$ cat config.mk
export PLATFORM = sky130hd
export DESIGN_NAME = defect_pixel_correct
export DESIGN_NICKNAME = d
export VERILOG_FILES = /design/src/rtl/fpc_pkg.sv /design/src/rtl/neighbour_select.sv /design/src/rtl/defect_pixel_correct.sv
export SDC_FILE = /design/constraint.sdc
export NUM_CORES = 1
export LEC_CHECK = 0
export ABC_AREA = 0
export BUFFER_PORTS_ARGS = -buffer_cell sky130_fd_sc_hd__clkbuf_2
export CAP_MARGIN = 20
export CORE_AREA = 2 2 192 194
export DETAILED_ROUTE_END_ITERATION = 10
export DIE_AREA = 0 0 194 196
export GPL_ROUTABILITY_DRIVEN = 0
export PLACE_DENSITY = 0.74
export SYNTH_ARGS = -nofsm -noshare
export SYNTH_HDL_FRONTEND = slang
export SYNTH_HIERARCHICAL = 1
export SYNTH_SLANG_ARGS = --single-unit
$ cat constraint.sdc
create_clock -name core_clk -period 9.2 [get_ports core_clk]
set_input_delay 0.46 -clock core_clk [delete_from_list [all_inputs] [get_ports core_clk]]
set_output_delay 0.46 -clock core_clk [all_outputs]
set_load 0.02 [all_outputs]
$ cat src/rtl/fpc_pkg.sv
// shared constants and types for the defect pixel correction block
package fpc_pkg;

  // register map, byte offsets on the register port
  localparam int          REG_AW       = 5;
  localparam logic [4:0]  OFS_CTRL     = 5'h00;
  localparam logic [4:0]  OFS_TSA      = 5'h04;
  localparam logic [4:0]  OFS_IRQ_STAT = 5'h08;
  localparam logic [4:0]  OFS_IRQ_MASK = 5'h0c;
  localparam logic [4:0]  OFS_POS      = 5'h10;

  // control register fields
  localparam int          EN_BIT       = 15;
  localparam int          ERR_BIT      = 16;
  localparam int          CNT_W        = 15;
  localparam logic [14:0] CNT_RESET    = 15'h0000;
  localparam logic [31:0] TSA_RESET    = 32'h0000_0000;

  // table fetch geometry
  localparam int          ALIGN_LSB    = 6;
  localparam int          ENTRY_SHIFT  = 2;

  // interrupt status bits
  localparam int          IRQ_W        = 2;
  localparam int          IRQ_LATE     = 0;
  localparam int          IRQ_WRAP     = 1;
  localparam logic [1:0]  IRQ_RESET    = 2'h0;

  // entry layout and operation codes
  localparam int          LINE_W       = 13;
  localparam int          HPOS_W       = 14;
  localparam int          OP_W         = 5;
  localparam logic [4:0]  OP_RSVD      = 5'h12;  // first code with no operation
  localparam int          REACH        = 6;
  localparam int          WIN_N        = 2 * REACH + 1;
  localparam int          CEN          = REACH;

  // one table entry as it sits in memory
  typedef struct packed {
    logic [LINE_W-1:0] line;
    logic [HPOS_W-1:0] hpos;
    logic [OP_W-1:0]   op;
  } entry_t;

  // one register port request
  typedef struct packed {
    logic [REG_AW-1:0] addr;
    logic [31:0]       wdata;
    logic              wr;
    logic              rd;
  } reg_req_t;

endpackage

$ cat src/rtl/neighbour_select.sv
// picks or averages neighbour pixels for one operation code
`timescale 1ns/10ps
module neighbour_select
#(
  parameter int PIX_W = 10
)
(
  // pixel window, index 0 is the newest pixel
  input  wire logic [fpc_pkg::WIN_N-1:0][PIX_W-1:0] win,
  // operation code of the entry
  input  wire logic [fpc_pkg::OP_W-1:0]             op,
  // replacement value and code validity
  output logic      [PIX_W-1:0]                     pix,
  output logic                                      op_ok
);
  import fpc_pkg::*;

  // distance n of the operation, 1 to 6
  function automatic logic [2:0] op_reach(input logic [OP_W-1:0] code);
    op_reach = 3'(code / 5'h03) + 3'h1;
  endfunction

  // 0 average, 1 left, 2 right
  function automatic logic [1:0] op_kind(input logic [OP_W-1:0] code);
    op_kind = 2'(code % 5'h03);
  endfunction

  logic [2:0]       n;
  logic [PIX_W-1:0] left;
  logic [PIX_W-1:0] right;
  logic [PIX_W:0]   sum;

  // older pixels sit at higher indices, so x-n is cen+n
  always_comb
  begin
    op_ok = op < OP_RSVD;                           // RL13
    // reserved codes would reach past the window, so pin them to n=1
    n     = op_ok ? op_reach(op) : 3'h1;
    left  = win[CEN + int'(n)];
    right = win[CEN - int'(n)];
    sum   = {1'b0, left} + {1'b0, right};
    case (op_kind(op))
      2'h0:    pix = sum[PIX_W:1];                  // RL9
      2'h1:    pix = left;                          // RL10
      2'h2:    pix = right;                         // RL11
      default: pix = win[CEN];
    endcase
  end

endmodule

$ cat src/rtl/defect_pixel_correct.sv
// defect pixel correction: table fetch, raster match, pixel replacement
//
// Contract
// RL1: keep fetching while enabled, wrap after last
// RL2: enable write starts fetching at once
// RL3: software writes address, disable, then enable
// RL4: defect count latched at vertical sync
// RL5: bit 15 enables correction, 0 off
// RL6: six low address bits ignored
// RL7: entry holds line, pixel and opcode
// RL8: opcode in bits 4:0 selects replacement
// RL9: average codes use x-n and x+n
// RL10: left codes copy pixel x-n
// RL11: right codes copy pixel x+n
// RL12: late entry flags error, stops frame
// RL13: codes 18 to 31 do nothing
// RL14: apply entry when line and pixel match
//
// Local design decisions: the register offsets and the address-and-strobe port.
`timescale 1ns/10ps
module defect_pixel_correct
#(
  parameter int PIX_W = 10
)
(
  // clock and reset
  input  wire logic                 core_clk,
  input  wire logic                 reset_n,
  // register port
  input  wire fpc_pkg::reg_req_t    reg_req,
  output logic [31:0]               reg_rdata,
  // table fetch to memory
  output logic                      mem_req,
  output logic [31:0]               mem_addr,
  input  wire logic                 mem_rvalid,
  input  wire logic [31:0]          mem_rdata,
  // pixel stream in
  input  wire logic                 vertical_sync,
  input  wire logic                 line_start,
  input  wire logic                 pix_valid,
  input  wire logic [PIX_W-1:0]     pix_data,
  // pixel stream out
  output logic                      out_valid,
  output logic [PIX_W-1:0]          out_data,
  // interrupt
  output logic                      irq
);
  import fpc_pkg::*;

  typedef enum logic [0:0] {
    F_IDLE = 1'b0,
    F_WAIT = 1'b1
  } fetch_state_t;

  fetch_state_t               fstate_reg;
  logic                       en_reg;
  logic [CNT_W-1:0]           dcount_reg;
  logic [CNT_W-1:0]           cnt_reg;
  logic [31:0]                tsa_reg;
  logic [IRQ_W-1:0]           stat_reg;
  logic [IRQ_W-1:0]           mask_reg;
  logic                       frame_err_reg;
  logic [CNT_W-1:0]           idx_reg;
  logic                       wrap_reg;
  logic                       restart_reg;
  logic                       ent_valid_reg;
  logic                       ent_next_reg;
  entry_t                     ent_reg;
  logic [LINE_W-1:0]          line_reg;
  logic [HPOS_W-1:0]          x_reg;
  logic [WIN_N-1:0][PIX_W-1:0] win_reg;
  logic                       mem_req_reg;
  logic [31:0]                mem_addr_reg;
  logic [31:0]                rdata_reg;
  logic                       out_valid_reg;
  logic [PIX_W-1:0]           out_data_reg;
  logic                       irq_reg;

  logic                       ctl_wr;
  logic                       en_rise;
  logic [WIN_N-1:0][PIX_W-1:0] win_next;
  logic [31:0]                base;
  logic                       cen_ok;
  logic [HPOS_W-1:0]          cen_x;
  logic                       usable;
  logic                       hit;
  logic                       late;
  logic                       apply;
  logic                       last_in;
  logic [IRQ_W-1:0]           ev;
  logic [PIX_W-1:0]           rep_pix;
  logic                       op_ok;

  assign reg_rdata = rdata_reg;
  assign mem_req   = mem_req_reg;
  assign mem_addr  = mem_addr_reg;
  assign out_valid = out_valid_reg;
  assign out_data  = out_data_reg;
  assign irq       = irq_reg;

  // register port decode
  assign ctl_wr  = reg_req.wr && reg_req.addr == OFS_CTRL;
  assign en_rise = ctl_wr && reg_req.wdata[EN_BIT] && !en_reg;       // RL2
  assign base    = {tsa_reg[31:ALIGN_LSB], ALIGN_LSB'(0)};           // RL6

  // control and address registers
  always_ff @(posedge core_clk or negedge reset_n)
  begin
    if (!reset_n)
    begin
      en_reg     <= 1'b0;
      dcount_reg <= CNT_RESET;
      tsa_reg    <= TSA_RESET;
      mask_reg   <= IRQ_RESET;
    end
    else if (reg_req.wr)
    begin
      case (reg_req.addr)
        OFS_CTRL:
        begin
          en_reg     <= reg_req.wdata[EN_BIT];                        // RL5
          dcount_reg <= reg_req.wdata[CNT_W-1:0];
        end
        OFS_TSA:      tsa_reg  <= reg_req.wdata;
        OFS_IRQ_MASK: mask_reg <= reg_req.wdata[IRQ_W-1:0];
        default:      ;
      endcase
    end
  end

  // count takes effect only from the next frame
  always_ff @(posedge core_clk or negedge reset_n)
  begin
    if (!reset_n)
      cnt_reg <= CNT_RESET;
    else if (vertical_sync)
      cnt_reg <= dcount_reg;                                          // RL4
  end

  // read data, one cycle after the strobe; unmapped reads give zero
  always_ff @(posedge core_clk or negedge reset_n)
  begin
    if (!reset_n)
      rdata_reg <= 32'h0000_0000;
    else if (reg_req.rd)
    begin
      case (reg_req.addr)
        OFS_CTRL:
          rdata_reg <= {15'h0000, stat_reg[IRQ_LATE], en_reg, dcount_reg};
        OFS_TSA:      rdata_reg <= tsa_reg;
        OFS_IRQ_STAT: rdata_reg <= {30'h0, stat_reg};
        OFS_IRQ_MASK: rdata_reg <= {30'h0, mask_reg};
        OFS_POS:      rdata_reg <= {3'h0, line_reg, 2'h0, x_reg};
        default:      rdata_reg <= 32'h0000_0000;
      endcase
    end
    else
      rdata_reg <= 32'h0000_0000;
  end

  // raster position of the incoming pixel
  always_ff @(posedge core_clk or negedge reset_n)
  begin
    if (!reset_n)
    begin
      line_reg <= '0;
      x_reg    <= '0;
    end
    else if (vertical_sync)
    begin
      line_reg <= '0;
      x_reg    <= '0;
    end
    else if (line_start)
    begin
      line_reg <= line_reg + LINE_W'(1);
      x_reg    <= '0;
    end
    else if (pix_valid)
      x_reg <= x_reg + HPOS_W'(1);
  end

  // window after this cycle's push; centre is six pixels behind
  always_comb
  begin
    win_next = win_reg;
    if (pix_valid)
      win_next = {win_reg[WIN_N-2:0], pix_data};
  end

  always_ff @(posedge core_clk or negedge reset_n)
  begin
    if (!reset_n)
      win_reg <= '0;
    else
      win_reg <= win_next;
  end

  // the last six pixels of a line never reach the centre in-line,
  // so they pass untouched; saves a line-end flush
  assign cen_ok = pix_valid && x_reg >= HPOS_W'(REACH);
  assign cen_x  = x_reg - HPOS_W'(REACH);
  assign usable = en_reg && ent_valid_reg && !ent_next_reg
                  && !frame_err_reg;
  assign hit    = usable && cen_ok && line_reg == ent_reg.line
                  && cen_x == ent_reg.hpos;                           // RL14
  assign late   = usable && cen_ok && (line_reg > ent_reg.line
                  || (line_reg == ent_reg.line
                      && cen_x > ent_reg.hpos));                      // RL12
  assign apply  = hit && op_ok;                                       // RL13

  neighbour_select #(
    .PIX_W (PIX_W)
  ) u_sel (
    .win   (win_next),
    .op    (ent_reg.op),                                              // RL8
    .pix   (rep_pix),
    .op_ok (op_ok)
  );

  // corrected stream, one cycle after the push
  always_ff @(posedge core_clk or negedge reset_n)
  begin
    if (!reset_n)
    begin
      out_valid_reg <= 1'b0;
      out_data_reg  <= '0;
    end
    else
    begin
      out_valid_reg <= pix_valid;
      if (pix_valid)
        out_data_reg <= apply ? rep_pix : win_next[CEN];              // RL9
    end
  end

  assign last_in = fstate_reg == F_WAIT && mem_rvalid && !restart_reg
                   && en_reg && idx_reg == cnt_reg - CNT_W'(1);

  // table fetch: one entry held, one request outstanding at most
  always_ff @(posedge core_clk or negedge reset_n)
  begin
    if (!reset_n)
    begin
      fstate_reg    <= F_IDLE;
      mem_req_reg   <= 1'b0;
      mem_addr_reg  <= 32'h0000_0000;
      idx_reg       <= '0;
      wrap_reg      <= 1'b0;
      restart_reg   <= 1'b0;
      ent_valid_reg <= 1'b0;
      ent_next_reg  <= 1'b0;
      ent_reg       <= '0;
    end
    else
    begin
      if (hit || late)
        ent_valid_reg <= 1'b0;                                        // RL14
      case (fstate_reg)
        F_IDLE:
          if (en_reg && !ent_valid_reg && cnt_reg != '0)
          begin
            mem_req_reg  <= 1'b1;                                     // RL1
            mem_addr_reg <= base + {15'h0, idx_reg, 2'h0};            // RL6
            fstate_reg   <= F_WAIT;
          end
        F_WAIT:
          if (mem_rvalid)
          begin
            mem_req_reg <= 1'b0;
            fstate_reg  <= F_IDLE;
            restart_reg <= 1'b0;
            if (!restart_reg && en_reg)
            begin
              ent_reg       <= entry_t'(mem_rdata);                   // RL7
              ent_valid_reg <= 1'b1;
              ent_next_reg  <= wrap_reg;
              if (last_in)
              begin
                idx_reg  <= '0;                                       // RL1
                wrap_reg <= 1'b1;
              end
              else
                idx_reg <= idx_reg + CNT_W'(1);
            end
          end
        default: fstate_reg <= F_IDLE;
      endcase
      // an answer still owed for the old table is thrown away
      if (en_rise)
      begin
        ent_valid_reg <= 1'b0;                                        // RL2
        idx_reg       <= '0;
        wrap_reg      <= 1'b0;
        restart_reg   <= fstate_reg == F_WAIT && !mem_rvalid;
      end
      if (vertical_sync)
      begin
        ent_next_reg <= 1'b0;
        wrap_reg     <= 1'b0;
      end
    end
  end

  // late flag blocks corrections until the next frame
  always_ff @(posedge core_clk or negedge reset_n)
  begin
    if (!reset_n)
      frame_err_reg <= 1'b0;
    else if (vertical_sync)
      frame_err_reg <= 1'b0;
    else if (late)
      frame_err_reg <= 1'b1;                                          // RL12
  end

  // sticky status, write one to clear, a new event beats the clear
  assign ev = {last_in, late};

  always_ff @(posedge core_clk or negedge reset_n)
  begin
    if (!reset_n)
      stat_reg <= IRQ_RESET;
    else
    begin
      if (reg_req.wr && reg_req.addr == OFS_IRQ_STAT)
        stat_reg <= (stat_reg & ~reg_req.wdata[IRQ_W-1:0]) | ev;
      else if (ctl_wr && reg_req.wdata[ERR_BIT])
        stat_reg <= (stat_reg & ~(IRQ_W'(1) << IRQ_LATE)) | ev;      // RL12
      else
        stat_reg <= stat_reg | ev;
    end
  end

  // level interrupt, one cycle behind the status
  always_ff @(posedge core_clk or negedge reset_n)
  begin
    if (!reset_n)
      irq_reg <= 1'b0;
    else
      irq_reg <= |(stat_reg & mask_reg);
  end
endmodule

==> results.yml <==
drt:
  remaining_drc_errors: 0
  wl_met1_mm: 20.7
  detail_route.iter0.violations: 1099
  routed_via_density: 6.00
  first_pass_iters: 5
  wire_per_inst_um: 19.8
  dr_wl_met3_mm: 2.85
  highest_layer: "met4"
  vias: 14963
  dr_wl_met2_mm: 24.4
  routed_wl_mm: 49.5
  drtAntennaViolNets: 0
timing:
  fin_crit_sh_pct: 92.9
  min_period_ns: 8.55
  worstMarginPinSlew_ns: 0.981
  setup_viol: 0
  drv_slew: 0
  finClkSkew_ns: 0.0275
  setup_tns_ns: 0
  final-hold-violation-count: 0
  fmax_mhz: 117
  setup_ws_ns: 0.649
  rsz0062_at_grt: "false"
  hold_ws_ns: 0.108
  slew_headroom_pct: 34.6
floorplan:
  io_pins: 164
  num_rows: 70
  core-area_sq_um: 36100
  die_w_um: 194
  fp.dieH_um: 196
  die_area_sq_um: 38000
  initial_core_util_pct: 54.2
clock_tree:
  htree_num_levels: 2
  numCtsBuffers: 39
  clk_pin_slew_ns: 0.06
  cts_sinks: 352
  hold_buffers: 1
  clk_path_buf_depth: 3
  cts-root-buf: "clkbuf_16"
  insertion_delay_ns: 0.56
  cts_resized: 0
  tritoncts: "yes"
  postCtsSetupRepairBufs: 0
setup_path:
  crit_type: "reg -> reg"
  crit_top_cell: "ha_1"
  end_kind: "flip-flop"
  cp_max_fo: 18
  rr_startpoint: "ent_reg[3]$_DFFE_PN0P_"
  crit_path_start: "ent_reg[3]$_DFFE_PN0P_"
  worst-path-buf-inv: 3
  critPathTopFamily: "compound AO/OA/AOI/OAI gates"
  cp_data_required_time_ns: 9.58
  reg2reg_slack_ns: 0.65
  start_kind: "flip-flop"
  crit_slowest_cell: "ha_1"
  arrival_ns: 8.93
  slowest_delay_ns: 0.65
synthesis:
  synth-main-ff-cell: "dfrtp_1"
  synth.top_cells.by_area: "dfrtp_1 45%, mux2_2 9.0%, mux2i_1 6.2%"
  async_flop_share_pct: 100
  netlist_instances: 1869
  synthesis.area_sq_um: 19600
  ys_ff_latch: 352
  synth_edf_count: 0
  ys_seq_area_share_pct: 45.0
  synth_cell_type_count: 86
  ys_warn_count: 6
  syn_area_per_cell_sq_um: 10.5
  synth.largest_area_cell: "dfrtp_1"
  synth_top_area_share_pct: 45.0
cells_and_area:
  final_cell_mix: "352 x dfrtp_1, 174 x nand2_1, 159 x clkbuf_2, 157 x mux2_2, 156 x nor2_1"
  final_nets: 2147
  fin_cells: 2494
  largest_reg_flops: 130
  layout_commonest_cell: "dfrtp_1"
  drive_above_1_share_pct: 22.6
  design_area_sq_um: 22200
  finish.utilization_pct: 61.5
  area_growth_pct: 13.5
min_path:
  holdCritPathClass: "in -> reg"
  holdCritStartpoint: "mem_rdata[1]"
global_routing:
  grt_pass1_wl_mm: 80.2
  grt_max_degree: 176
  antenna_found_initial: 2
  grt_usage_pct: 26.1
  grt_pass1_vias: 15239
  grt_remaining_overflow: 0
pwr:
  peakVddDrop_v: 0.000202
  p_total_mw: 5.27
  powerDensity_nw_per_um2: 237
  p_leak_nw: 10.6
flow_run:
  drv_cap: 0
place:
  place_area_sq_um: 20800
  port_buffers: 161
  dp_cells: 2421
  place_ws_ns: 0.941
  dp_hpwl_mm: 35.1
status:
  status: "completed"
-- final cells by class --
cell class	count	area [sq um]
fillers	2934	13900
multi-input cells	1355	10100
flip-flops and latches	352	8810
clock buffers	52	1160
repair buffers	192	1090
well taps	468	586
clock inverters	17	235
inverters	56	210
diodes	2	5.00
-- per-layer routing --
layer  vias up  GRT usage [%]
met5         -              0
met3       104           3.95
met1      7397           33.4
met4         0           9.46
met2       508           45.1
li1       6954              -
-- logic make-up (layout without fill, tap and decap cells) --
| kind of cell | count (synthesis) | count (layout) | share of synthesized area [%] |
|---|---|---|---|
| other | 1 | 4 | 0.0192 |
| DFF | 352 | 352 | 45.0 |
| adders and majority gates | 64 | 64 | 4.17 |
| xor gates and xnor gates | 81 | 81 | 3.63 |
| and+or+nand+nor | 531 | 531 | 13.1 |
| buffers and inverters | 163 | 317 | 3.52 |
| muxes | 336 | 336 | 19.3 |
| AOI/OAI and AO/OA | 341 | 341 | 11.2 |
-- Yosys cell counts, drive strengths merged (4+ instances only) --
cell type and n:
a311oi 7, o21ai 96, or3 11, nor2 158
buf 35, nor2b 22, nand2b 11, o221ai 4
a22oi 34, or4 6, mux4 13, o22ai 9
or2 12, nand4 30, mux2i 122, clkbuf 72
dfrtp 352, xnor2 36, xor2 45, a22o 4
inv 56, and2 8, and3 17, mux2 201
nor4 8, a21oi 71, o211ai 4, o21a 8
nand3b 4, ha 62, a211oi 24, and4 4
o31ai 7, nand3 29, nand4b 4, nor3 17
nor3b 9, a21o 21, a31oi 20, nand2 175
-- power by group --
group	leakage (nW)	internal [mW]	total (mW)	switching, mW
clock	0.682	1.03	1.67	0.647
sequential	4.40	1.84	2.03	0.196
combinational	5.48	0.716	1.56	0.845
total	10.6	3.58	5.27	1.69
-- worst register-to-register path: cells and delay by family (launching register included) --
kind                       cells  cell delay [ns]
xor gates and xnor gates       1             0.15
DFF                            1             0.63
adders and majority gates      5             2.05
AOI/OAI and AO/OA             11             2.47
and+or+nand+nor               11             1.69
muxes                          2             0.59
buffers and inverters          3             0.81
-- worst paths after layout --
check                                     endpoint  depth (start not counted)
max                        out_data[7]$_DFFE_PN0P_                         33
min                         ent_reg[1]$_DFFE_PN0P_                          3
max reg2reg                out_data[7]$_DFFE_PN0P_                         33
min reg2reg                mem_addr[2]$_DFFE_PN0P_                          2
max in group asynchronous    win_reg[95]$_DFF_PN0_                          4
min in group asynchronous  reg_rdata[21]$_DFF_PN0_                          2
Note: power is estimated with default switching activity, not from simulation.
